$ cat config.mk
export PLATFORM = sky130hd
export DESIGN_NAME = thpog_top
export DESIGN_NICKNAME = d
export VERILOG_FILES = /design/src/logic/thpog_pkg.sv /design/src/logic/thpog_top.sv
export SDC_FILE = /design/constraint.sdc
export NUM_CORES = 1
export LEC_CHECK = 0
export BUFFER_PORTS_ARGS = -buffer_cell sky130_fd_sc_hd__buf_2
export CAP_MARGIN = 10
export CELL_PAD_IN_SITES_DETAIL_PLACEMENT = 0
export CELL_PAD_IN_SITES_GLOBAL_PLACEMENT = 1
export CORE_ASPECT_RATIO = 1.25
export CORE_MARGIN = 2
export CORE_UTILIZATION = 54
export DETAILED_ROUTE_END_ITERATION = 16
export GPL_ROUTABILITY_DRIVEN = 0
export PLACE_DENSITY_LB_ADDON = 0.3
export SYNTH_ARGS = -nofsm -noshare
export SYNTH_HDL_FRONTEND = slang
export SYNTH_SLANG_ARGS = --single-unit
$ cat constraint.sdc
create_clock -name clk -period 6.65 [get_ports clk]
set_clock_uncertainty 0.2 [all_clocks]
set_input_delay 0.3325 -clock clk [delete_from_list [all_inputs] [get_ports clk]]
set_output_delay 0.3325 -clock clk [all_outputs]
set_load 0.005 [all_outputs]
$ cat src/logic/thpog_pkg.sv
// Purpose: Shared constants and types for the transmit path overhead generator.
// Assumes: APB with 32-bit data; each register index maps to byte address index*4.
// Notes:   Register indexes are kept as printed; byte addresses are derived from them.
package thpog_pkg;

  // ---------------------------------------------------------------------------
  // Register map
  // ---------------------------------------------------------------------------
  localparam logic [7:0]  IDX_PATH_CONFIG  = 8'h71;
  localparam logic [7:0]  IDX_C2_VALUE     = 8'h72;
  localparam logic [7:0]  IDX_K3_VALUE     = 8'h73;
  localparam logic [7:0]  IDX_RDI_VALUE    = 8'h74;
  localparam logic [7:0]  IDX_TRACE_CTL    = 8'h75;
  localparam logic [7:0]  IDX_TRACE_DATA   = 8'h76;
  localparam int          ADDR_W           = 10;

  // ---------------------------------------------------------------------------
  // Reset values
  // ---------------------------------------------------------------------------
  localparam logic [7:0]  RST_PATH_CONFIG  = 8'h80;
  localparam logic [7:0]  RST_C2_VALUE     = 8'h01;
  localparam logic [7:0]  RST_K3_VALUE     = 8'h00;
  localparam logic [3:0]  RST_RDI_VALUE    = 4'h0;
  localparam logic        RST_SW_ACCESS    = 1'b1;

  // ---------------------------------------------------------------------------
  // Field positions in the path configuration and trace control registers
  // ---------------------------------------------------------------------------
  localparam int          CFG_MARKER       = 7;
  localparam int          CFG_UNEQ         = 6;
  localparam int          CFG_LEN          = 5;
  localparam int          CFG_AIS          = 4;
  localparam int          CFG_REI_SRC      = 3;
  localparam int          CFG_RDI_SRC      = 2;
  localparam int          CTL_ACCESS       = 1;
  localparam int          CTL_PTR_CLEAR    = 0;

  // ---------------------------------------------------------------------------
  // Byte values and counts
  // ---------------------------------------------------------------------------
  localparam logic [7:0]  BYTE_ZERO        = 8'h00;
  localparam logic [7:0]  BYTE_ONES        = 8'hFF;
  localparam logic [7:0]  TRACE_IDLE       = 8'h01;
  localparam logic [5:0]  LEN_SHORT_LAST   = 6'h0F;
  localparam logic [5:0]  LEN_LONG_LAST    = 6'h3F;
  localparam int          TRACE_DEPTH      = 64;
  localparam logic [2:0]  RDI_SERVER       = 3'h5;
  localparam logic [2:0]  RDI_LABEL        = 3'h4;
  localparam logic [2:0]  RDI_CONNECT      = 3'h6;
  localparam logic [2:0]  RDI_NONE         = 3'h0;
  localparam logic [1:0]  INV_FOREVER      = 2'h2;
  localparam logic [1:0]  INV_ONCE         = 2'h3;
  localparam logic [1:0]  MFRAME_START     = 2'h0;
  localparam logic [1:0]  MARK_GAP         = 2'h2;

  // Overhead byte slot codes presented by the framer.
  typedef enum logic [3:0] {
    SLOT_J1 = 4'h0,
    SLOT_B3 = 4'h1,
    SLOT_C2 = 4'h2,
    SLOT_G1 = 4'h3,
    SLOT_F2 = 4'h4,
    SLOT_H4 = 4'h5,
    SLOT_F3 = 4'h6,
    SLOT_K3 = 4'h7,
    SLOT_N1 = 4'h8
  } thpog_slot_t;

endpackage : thpog_pkg

$ cat src/logic/thpog_top.sv
// Purpose: Transmit higher-order path overhead generator with APB registers.
// Assumes: Framer strobes and alarm levels come from logic on clk; no synchronisers.
// Notes:   One overhead byte per slot strobe, output one cycle later from flops.
// Behaviour
// - Marker: single pulse at J1, or double pulse at multiframe start when set.
// - Unequipped: C2 and N1 are zero, B3 still valid.
// - Trace string length is 16 bytes or 64 bytes by length bit.
// - Force path AIS while all overhead passes through.
// - REI field from fed-back B3 errors, or zero when REI source set.
// - Hardware RDI sends 101 on AU alarm or pointer loss, top priority.
// - Next, label mismatch with enable sends 100.
// - Next, unequipped with enable or trace mismatch sends 110; else 000.
// - Software RDI source sends written RDI value and spare bit in G1.
// - B3 invert: 0X none, 10 always, 11 one frame only.
// - Software C2 inserted when C2 and pass-through selects are zero.
// - Software K3 inserted when K3 and pass-through selects are zero.
// - Access bit 0: hardware owns string; processor access leaves pointer.
// - Access bit 1: processor accesses advance pointer; J1 sends 01H.
// - Rising edge of pointer-clear bit returns pointer to string start.
// - Eight-bit data register reads or writes byte at current pointer.
// - Pass-through bit passes all received overhead; else per-byte selects.
// - G1 source: internal when 0, TPOH when 1; regenerator passes through.
// - Unequipped with zero-J1 bit set sends all zeros in J1.
`timescale 1ns/100ps
module thpog_top
  import thpog_pkg::*;
(
  input  wire logic                 clk,                      // 100 MHz frame clock.
  input  wire logic                 rst_n,                    // Async reset, active low.
  input  wire logic                 psel,                     // APB select.
  input  wire logic                 penable,                  // APB access phase.
  input  wire logic                 pwrite,                   // APB write when high.
  input  wire logic [thpog_pkg::ADDR_W-1:0] paddr,            // APB byte address.
  input  wire logic [31:0]          pwdata,                   // APB write data.
  output logic                      pready,                   // APB ready.
  output logic [31:0]               prdata,                   // APB read data.
  output logic                      pslverr,                  // APB error, unmapped.
  input  wire logic                 slot_valid,               // Overhead slot strobe.
  input  wire thpog_pkg::thpog_slot_t slot_sel,               // Which overhead byte.
  input  wire logic [1:0]           mframe_phase,             // H4 low bits this frame.
  input  wire logic [7:0]           rx_poh_byte,              // Received byte, same slot.
  input  wire logic [7:0]           tpoh_byte,                // TPOH input byte.
  input  wire logic [7:0]           b3_calc,                  // Computed B3 parity.
  input  wire logic [3:0]           b3_err_count,             // Far-end B3 errors, 0-8.
  input  wire logic                 regen_mode,               // Regenerator configuration.
  input  wire logic                 poh_passthru_sel,         // All overhead passed through.
  input  wire logic                 status_byte_source,       // G1 from TPOH when high.
  input  wire logic                 label_byte_source,        // C2 from TPOH when high.
  input  wire logic                 aps_byte_source,          // K3 from TPOH when high.
  input  wire logic                 trace_byte_source,        // J1 from TPOH when high.
  input  wire logic                 unequipped_trace_zero,    // Zero J1 when unequipped.
  input  wire logic                 au_alarm_status,          // AU AIS status.
  input  wire logic                 pointer_loss_status,      // Loss of pointer status.
  input  wire logic                 rdi_on_label_mismatch_en, // RDI on label mismatch.
  input  wire logic                 label_mismatch_status,    // Label mismatch status.
  input  wire logic                 rdi_on_unequipped_en,     // RDI on unequipped.
  input  wire logic                 unequipped_rx_status,     // Unequipped status.
  input  wire logic                 trace_mismatch_status,    // Trace mismatch status.
  output logic [7:0]                poh_byte,                 // Generated overhead byte.
  output logic                      poh_byte_valid,           // Pulse with poh_byte.
  output logic                      path_ais_out,             // Level: send path AIS.
  output logic                      tbus_frame_marker_out     // Telecom-bus J1 marker.
);
  import thpog_pkg::*;

  // ---------------------------------------------------------------------------
  // Shared helpers
  // ---------------------------------------------------------------------------
  // Byte address of a register index; indexes are not word aligned.
  function automatic logic [ADDR_W-1:0] reg_addr(input logic [7:0] idx);
    reg_addr = {idx, 2'b00};
  endfunction

  // Next trace pointer, wrapping at the configured length.
  function automatic logic [5:0] ptr_step(input logic [5:0] p, input logic long_len);
    logic [5:0] last;
    last = long_len ? LEN_LONG_LAST : LEN_SHORT_LAST;
    ptr_step = (p >= last) ? 6'h00 : p + 6'h01;
  endfunction

  // ---------------------------------------------------------------------------
  // Register state
  // ---------------------------------------------------------------------------
  logic [7:0]  path_config;
  logic [7:0]  c2_value;
  logic [7:0]  k3_value;
  logic [3:0]  rdi_value;
  logic        trace_sw_access;
  logic        trace_ptr_clear;
  logic [5:0]  trace_ptr;
  logic        inv_once_done;
  logic [7:0]  next_path_config;
  logic [7:0]  next_c2_value;
  logic [7:0]  next_k3_value;
  logic [3:0]  next_rdi_value;
  logic        next_trace_sw_access;
  logic        next_trace_ptr_clear;
  logic [5:0]  next_trace_ptr;
  logic        next_inv_once_done;
  logic        next_pready;
  logic [31:0] next_prdata;
  logic        next_pslverr;
  logic [7:0]  trace_mem [TRACE_DEPTH];

  logic        acc_done;
  logic        hit_data;
  logic        j1_take;
  logic        b3_slot;
  logic [1:0]  parity_invert_ctl;
  logic        send_unequipped;
  logic        trace_len_sel;
  logic        force_path_ais;
  logic        rei_source_sel;
  logic        rdi_source_sel;

  assign acc_done          = psel & penable & pready;
  assign hit_data          = (paddr == reg_addr(IDX_TRACE_DATA));
  assign j1_take           = slot_valid & (slot_sel == SLOT_J1);
  assign b3_slot           = slot_valid & (slot_sel == SLOT_B3);
  assign parity_invert_ctl = path_config[1:0];
  assign send_unequipped   = path_config[CFG_UNEQ];
  assign trace_len_sel     = path_config[CFG_LEN];
  assign force_path_ais    = path_config[CFG_AIS];
  assign rei_source_sel    = path_config[CFG_REI_SRC];
  assign rdi_source_sel    = path_config[CFG_RDI_SRC];

  // ---------------------------------------------------------------------------
  // APB slave and pointer control
  // ---------------------------------------------------------------------------
  // One wait state: read data is registered in the first access cycle so that
  // prdata always comes from flops, at the cost of a three-cycle transfer.
  always_comb begin
    next_path_config     = path_config;
    next_c2_value        = c2_value;
    next_k3_value        = k3_value;
    next_rdi_value       = rdi_value;
    next_trace_sw_access = trace_sw_access;
    next_trace_ptr_clear = trace_ptr_clear;
    next_trace_ptr       = trace_ptr;
    next_inv_once_done   = inv_once_done;
    next_pready          = psel & penable & ~pready;
    next_prdata          = 32'h0000_0000;
    next_pslverr         = 1'b0;
    if (psel & penable & ~pready) begin
      unique case (paddr)
        reg_addr(IDX_PATH_CONFIG): next_prdata[7:0] = path_config;
        reg_addr(IDX_C2_VALUE):    next_prdata[7:0] = c2_value;
        reg_addr(IDX_K3_VALUE):    next_prdata[7:0] = k3_value;
        reg_addr(IDX_RDI_VALUE):   next_prdata[3:0] = rdi_value;
        reg_addr(IDX_TRACE_CTL):   next_prdata      = 32'h0000_0000;
        reg_addr(IDX_TRACE_DATA):  next_prdata[7:0] = trace_mem[trace_ptr];
        default:                   next_pslverr     = 1'b1;
      endcase
    end
    // Hardware advances one byte per frame at J1 while it owns the string.
    if (j1_take & ~trace_sw_access) begin
      next_trace_ptr = ptr_step(trace_ptr, trace_len_sel);
    end
    // A one-frame inversion is consumed at the B3 slot it was applied to.
    if (b3_slot & (parity_invert_ctl == INV_ONCE)) begin
      next_inv_once_done = 1'b1;
    end
    if (acc_done & pwrite) begin
      unique case (paddr)
        reg_addr(IDX_PATH_CONFIG): begin
          next_path_config   = pwdata[7:0];
          next_inv_once_done = 1'b0;
        end
        reg_addr(IDX_C2_VALUE):  next_c2_value = pwdata[7:0];
        reg_addr(IDX_K3_VALUE):  next_k3_value = pwdata[7:0];
        reg_addr(IDX_RDI_VALUE): next_rdi_value = pwdata[3:0];
        reg_addr(IDX_TRACE_CTL): begin
          next_trace_sw_access = pwdata[CTL_ACCESS];
          next_trace_ptr_clear = pwdata[CTL_PTR_CLEAR];
        end
        default: next_trace_ptr_clear = trace_ptr_clear;
      endcase
    end
    // Processor accesses move the pointer only in access mode.
    if (acc_done & hit_data & trace_sw_access) begin
      next_trace_ptr = ptr_step(trace_ptr, trace_len_sel);
    end
    // A rising edge of the clear bit wins over any advance in the same cycle.
    if (acc_done & pwrite & (paddr == reg_addr(IDX_TRACE_CTL)) &
        pwdata[CTL_PTR_CLEAR] & ~trace_ptr_clear) begin
      next_trace_ptr = 6'h00;
    end
  end

  // Register the bus-side state.
  always_ff @(posedge clk or negedge rst_n) begin
    if (!rst_n) begin
      path_config     <= RST_PATH_CONFIG;
      c2_value        <= RST_C2_VALUE;
      k3_value        <= RST_K3_VALUE;
      rdi_value       <= RST_RDI_VALUE;
      trace_sw_access <= RST_SW_ACCESS;
      trace_ptr_clear <= 1'b0;
      trace_ptr       <= 6'h00;
      inv_once_done   <= 1'b0;
      pready          <= 1'b0;
      prdata          <= 32'h0000_0000;
      pslverr         <= 1'b0;
    end else begin
      path_config     <= next_path_config;
      c2_value        <= next_c2_value;
      k3_value        <= next_k3_value;
      rdi_value       <= next_rdi_value;
      trace_sw_access <= next_trace_sw_access;
      trace_ptr_clear <= next_trace_ptr_clear;
      trace_ptr       <= next_trace_ptr;
      inv_once_done   <= next_inv_once_done;
      pready          <= next_pready;
      prdata          <= next_prdata;
      pslverr         <= next_pslverr;
    end
  end

  // Trace memory; writes are ignored while hardware owns the string.
  always_ff @(posedge clk) begin
    if (acc_done & pwrite & hit_data & trace_sw_access) begin
      trace_mem[trace_ptr] <= pwdata[7:0];
    end
  end

  // ---------------------------------------------------------------------------
  // Overhead byte generation
  // ---------------------------------------------------------------------------
  logic [2:0] hw_rdi;
  logic [3:0] g1_low;
  logic [3:0] g1_rei;
  logic [7:0] next_poh_byte;
  logic       next_poh_byte_valid;
  logic       pass_all;

  // Hardware RDI priority chain: server defect, then label, then connectivity.
  always_comb begin
    if (au_alarm_status | pointer_loss_status) begin
      hw_rdi = RDI_SERVER;
    end else if (rdi_on_label_mismatch_en & label_mismatch_status) begin
      hw_rdi = RDI_LABEL;
    end else if ((rdi_on_unequipped_en & unequipped_rx_status) | trace_mismatch_status) begin
      hw_rdi = RDI_CONNECT;
    end else begin
      hw_rdi = RDI_NONE;
    end
  end

  assign g1_low   = rdi_source_sel ? rdi_value : {hw_rdi, 1'b0};
  assign g1_rei   = rei_source_sel ? 4'h0 : b3_err_count;
  assign pass_all = regen_mode | poh_passthru_sel;

  // Select the byte for the current slot.
  always_comb begin
    next_poh_byte       = poh_byte;
    next_poh_byte_valid = slot_valid;
    if (slot_valid) begin
      if (pass_all) begin
        next_poh_byte = force_path_ais ? BYTE_ONES : rx_poh_byte;
      end else begin
        unique case (slot_sel)
          SLOT_J1: begin
            if (send_unequipped & unequipped_trace_zero) begin
              next_poh_byte = BYTE_ZERO;
            end else if (trace_byte_source) begin
              next_poh_byte = tpoh_byte;
            end else if (trace_sw_access) begin
              next_poh_byte = TRACE_IDLE;
            end else begin
              next_poh_byte = trace_mem[trace_ptr];
            end
          end
          SLOT_B3: begin
            // Parity stays valid when unequipped; only the test inversion alters it.
            if (parity_invert_ctl == INV_FOREVER) begin
              next_poh_byte = ~b3_calc;
            end else if ((parity_invert_ctl == INV_ONCE) & ~inv_once_done) begin
              next_poh_byte = ~b3_calc;
            end else begin
              next_poh_byte = b3_calc;
            end
          end
          SLOT_C2: begin
            if (send_unequipped) begin
              next_poh_byte = BYTE_ZERO;
            end else begin
              next_poh_byte = label_byte_source ? tpoh_byte : c2_value;
            end
          end
          SLOT_G1: begin
            next_poh_byte = status_byte_source ? tpoh_byte : {g1_rei, g1_low};
          end
          SLOT_K3: next_poh_byte = aps_byte_source ? tpoh_byte : k3_value;
          SLOT_N1: next_poh_byte = send_unequipped ? BYTE_ZERO : tpoh_byte;
          default: next_poh_byte = tpoh_byte;
        endcase
      end
    end
  end

  // Register the generated byte.
  always_ff @(posedge clk or negedge rst_n) begin
    if (!rst_n) begin
      poh_byte       <= BYTE_ZERO;
      poh_byte_valid <= 1'b0;
      path_ais_out   <= 1'b0;
    end else begin
      poh_byte       <= next_poh_byte;
      poh_byte_valid <= next_poh_byte_valid;
      path_ais_out   <= force_path_ais & poh_passthru_sel;
    end
  end

  // ---------------------------------------------------------------------------
  // Telecom-bus frame marker
  // ---------------------------------------------------------------------------
  logic [1:0] mark_cnt;
  logic [1:0] next_mark_cnt;
  logic       next_marker;

  // A double pulse is J1 high, one low cycle, then high again.
  always_comb begin
    next_mark_cnt = (mark_cnt != 2'h0) ? mark_cnt - 2'h1 : 2'h0;
    next_marker   = (mark_cnt == 2'h1);
    if (j1_take) begin
      next_marker = 1'b1;
      if (path_config[CFG_MARKER] & (mframe_phase == MFRAME_START)) begin
        next_mark_cnt = MARK_GAP;
      end
    end
  end

  // Register the marker.
  always_ff @(posedge clk or negedge rst_n) begin
    if (!rst_n) begin
      mark_cnt              <= 2'h0;
      tbus_frame_marker_out <= 1'b0;
    end else begin
      mark_cnt              <= next_mark_cnt;
      tbus_frame_marker_out <= next_marker;
    end
  end
endmodule : thpog_top

==> flow_summary.ini <==
[outcome]
outcome = complete, no violations

[power]
peakVddDrop_mv = 0.187
power_switching_mw = 1.39
intPower_mw = 5.65
power_density_nw_per_um2 = 263
p_clk_share_pct = 41.7
p_total_mw = 7.04
p_leak_nw = 8.82
seqPwrFrac_pct = 55.8
p_comb_share_pct = 2.5
switching_share_pct = 19.7

[die]
coreArea_um2 = 44000
start_util_pct = 54.7
die_area_um2 = 46300
io_pins = 141
die_w_um = 193
die_height_um = 240
rows = 86

[logic_synthesis]
ys_seq_area_share_pct = 70.1
synth-warning-count = 0
synth-edff-count = 512
syn_inst = 1509
ys_seq_elements = 572
synth_cell_types = 74
postSynthAreaPerCell_um2 = 16.0
async_flop_share_pct = 10.5
synth_area_um2 = 24100
synth_ff_type = edfxtp_1

[clocking]
cts-root-buf = clkbuf_16
cts_buffer_depth = 3
ctsResizeCount = 0
post_cts_buffers = 0
postCtsHoldBufs = 19
cts_sinks = 572
cts_max_level = 2
clkLatencyLatePin_ps = 590
cts_made_buffers = 53
cts_tree = built
path_clk_slew_ps = 70

[drt]
first_pass_iters = 6
antenna_left = 0
initialDrtViolationCount = 1418
drc = 0
num_vias = 13800
viasPerCell = 6.22
wl_um = 57100
wire_per_inst_um = 25.7

[sta]
finalCritPeriodShare_pct = 63.0
finalSetupTns_ps = 0
finalWorstSetupSlack_ps = 2460
rsz0062_at_grt = no
drv_slew = 0
finalHoldViolCount = 0
tightestPinTransition_ps = 1180
max_freq_mhz = 239
period_minus_slack_ps = 4190
finalSetupViolations = 0
slew_headroom_pct = 21.0
timing.hold.ws_ps = 20.0

[placed_design]
placed_cells = 2102
post_dp_cell_area_um2 = 24900
hpwl_um = 36200
place_ws_ps = 2370
io_buffer_count = 92

[finish]
multiInputGateArea_um2 = 6590
fillers = 3286
final_nets = 1703
design_area_um2 = 26700
fin_cells = 2221
syn_to_final_growth_pct = 11.1
drive_above_1_share_pct = 18.7
post-route-util_pct = 60.8
regArea_um2 = 16900
insertedDiodeCount = 0

[job]
drv_cap = 0

[critical_path]
cp-start-kind = register
crit_required_ps = 6660
crit_arrival_ps = 4190
ff2ff_path_depth = 4
crit_type = reg -> reg
endpoint_kind = register
worstPathMaxFanout = 42

[global_routing]
grt_remaining_overflow = 0
grt_util_all_layers_pct = 25.1
grt_max_degree = 71
grt_pass1_vias = 13700
grt_pass1_wl_um = 85200
antenna_found_initial = 0

[hold_path]
hold_path_class = in -> reg
hold_depth = 3
[synthesized netlist by cell type (4+ instances only)]
library cell | number | area, um2
buf_2 | 34 | 170
buf_1 | 10 | 37.5
nand3b_1 | 10 | 75.1
xnor2_1 | 8 | 70.1
o221a_2 | 4 | 45.0
nand2b_1 | 27 | 169
o41ai_1 | 5 | 43.8
or2_2 | 5 | 31.3
o221ai_1 | 7 | 61.3
nand2_1 | 83 | 312
a21oi_1 | 40 | 200
buf_4 | 27 | 203
or3_1 | 4 | 25.0
o21ai_0 | 47 | 235
nand4_1 | 5 | 31.3
o2bb2ai_1 | 6 | 52.6
a222oi_1 | 5 | 50.1
dfrtp_1 | 57 | 1430
o211ai_1 | 6 | 45.0
a22oi_1 | 10 | 75.1
buf_6 | 8 | 90.1
nor4_1 | 10 | 62.6
o31ai_1 | 4 | 30.0
o22ai_1 | 23 | 144
inv_1 | 19 | 71.3
o21a_1 | 10 | 75.1
clkbuf_1 | 35 | 131
and2_1 | 8 | 50.1
nor2_1 | 102 | 383
mux4_2 | 56 | 1260
and3b_1 | 4 | 35.0
nor3_1 | 8 | 40.0
mux2_2 | 47 | 529
mux2i_1 | 97 | 971
nor3b_1 | 7 | 52.6
nand3_1 | 13 | 65.1
edfxtp_1 | 512 | 15400
o22a_1 | 18 | 158
a221o_1 | 24 | 240
nor2b_1 | 9 | 56.3
a2111o_1 | 6 | 67.6
a221oi_1 | 31 | 272
[state kept, by name, indices dropped and copies added, names as in the netlist, 2 cells and up]
register and flops:
c2_value 8, k3_value 8, mark_cnt 2, path_config 8
poh_byte 8, prdata 8, rdi_value 4, trace_mem 512
trace_ptr 6
[cells in the final DEF (no fill, tap or decap), types with 8 or more instances in the layout]
master	Yosys	layout
nand2_1	83	83
a22oi_1	10	10
o21ai_0	47	47
nor3_1	8	8
nor4_1	10	10
buf_4	27	20
nand2b_1	27	27
nand3_1	13	13
a21oi_1	40	40
xnor2_1	8	8
clkinv_1	0	17
nor2_1	102	102
nand3b_1	10	10
edfxtp_1	512	512
mux2_2	47	47
and2_1	8	8
a221oi_1	31	31
mux4_2	56	56
o22ai_1	23	23
a221o_1	24	24
clkbuf_16	0	55
dlygate4sd3_1	0	19
mux2i_1	97	97
inv_1	19	18
buf_2	34	92
o21a_1	10	10
clkbuf_1	35	14
conb_1	1	24
o22a_1	18	18
dfrtp_1	57	54
[path summary, 6_finish.rpt]
check	from	to	slack, ps
worst min register to register	mark_cnt[0]	mark_cnt[0]	280
worst max register to register	trace_ptr[1]	trace_mem[31][4]	2460
worst max-delay path	trace_ptr[1]	trace_mem[31][4]	2460
min in group asynchronous	rst_n	poh_byte[4]	270
max in group asynchronous	rst_n	trace_ptr[2]	5380
worst min-delay path	tpoh_byte[0]	poh_byte[0]	20
[cell type report]
cell class | instances | area share [%]
repair buffers | 131 | 2.99
clock buffers | 69 | 5.34
multi-input cells | 827 | 24.6
flip-flops and latches | 572 | 63.2
inverters | 19 | 0.267
clock inverters | 31 | 0.931
well taps | 572 | 2.68
[critical path: stages (launching register included)]
cell	delay [ps]
dfrtp_4	860
inv_1	530
nor3_1	660
nand2_1	600
nor2_1	900
[logic make-up (layout without fill, tap and decap cells)]
family / after synthesis / after routing / share of synthesized area [%]
simple gates: 310 / 310 / 6.33
fa+ha+maj: 3 / 3 / 0.156
mux: 201 / 201 / 11.5
other cells: 1 / 24 / 0.0156
xor+xnor: 8 / 8 / 0.291
flops: 572 / 572 / 70.1
buf+inv: 133 / 250 / 2.92
compound gates: 281 / 281 / 8.65
[routing by layer]
metal  up-vias  part of all wire (%)  track usage, %  routed length (um)
li1       6149                     -               -                   -
met1      6960                    39            33.2               22500
met2       591                    51            43.1               28900
met3       105                   6.9            3.47                3920
met4         0                   2.9            8.05                1680
met5         -                     0               0                   0
[power groups by stage]
stage	Combinational, mW	Clock [mW]	Sequential (mW)
CTS	0.177	2.98	3.92
global route	0.196	3.12	3.92
floorplan	0.0661	0	4.00
finish	0.176	2.94	3.93
global placement	0.162	0	4.00
detailed placement	0.166	0	4.00
No activity file was read; power rests on OpenSTA's default activity.
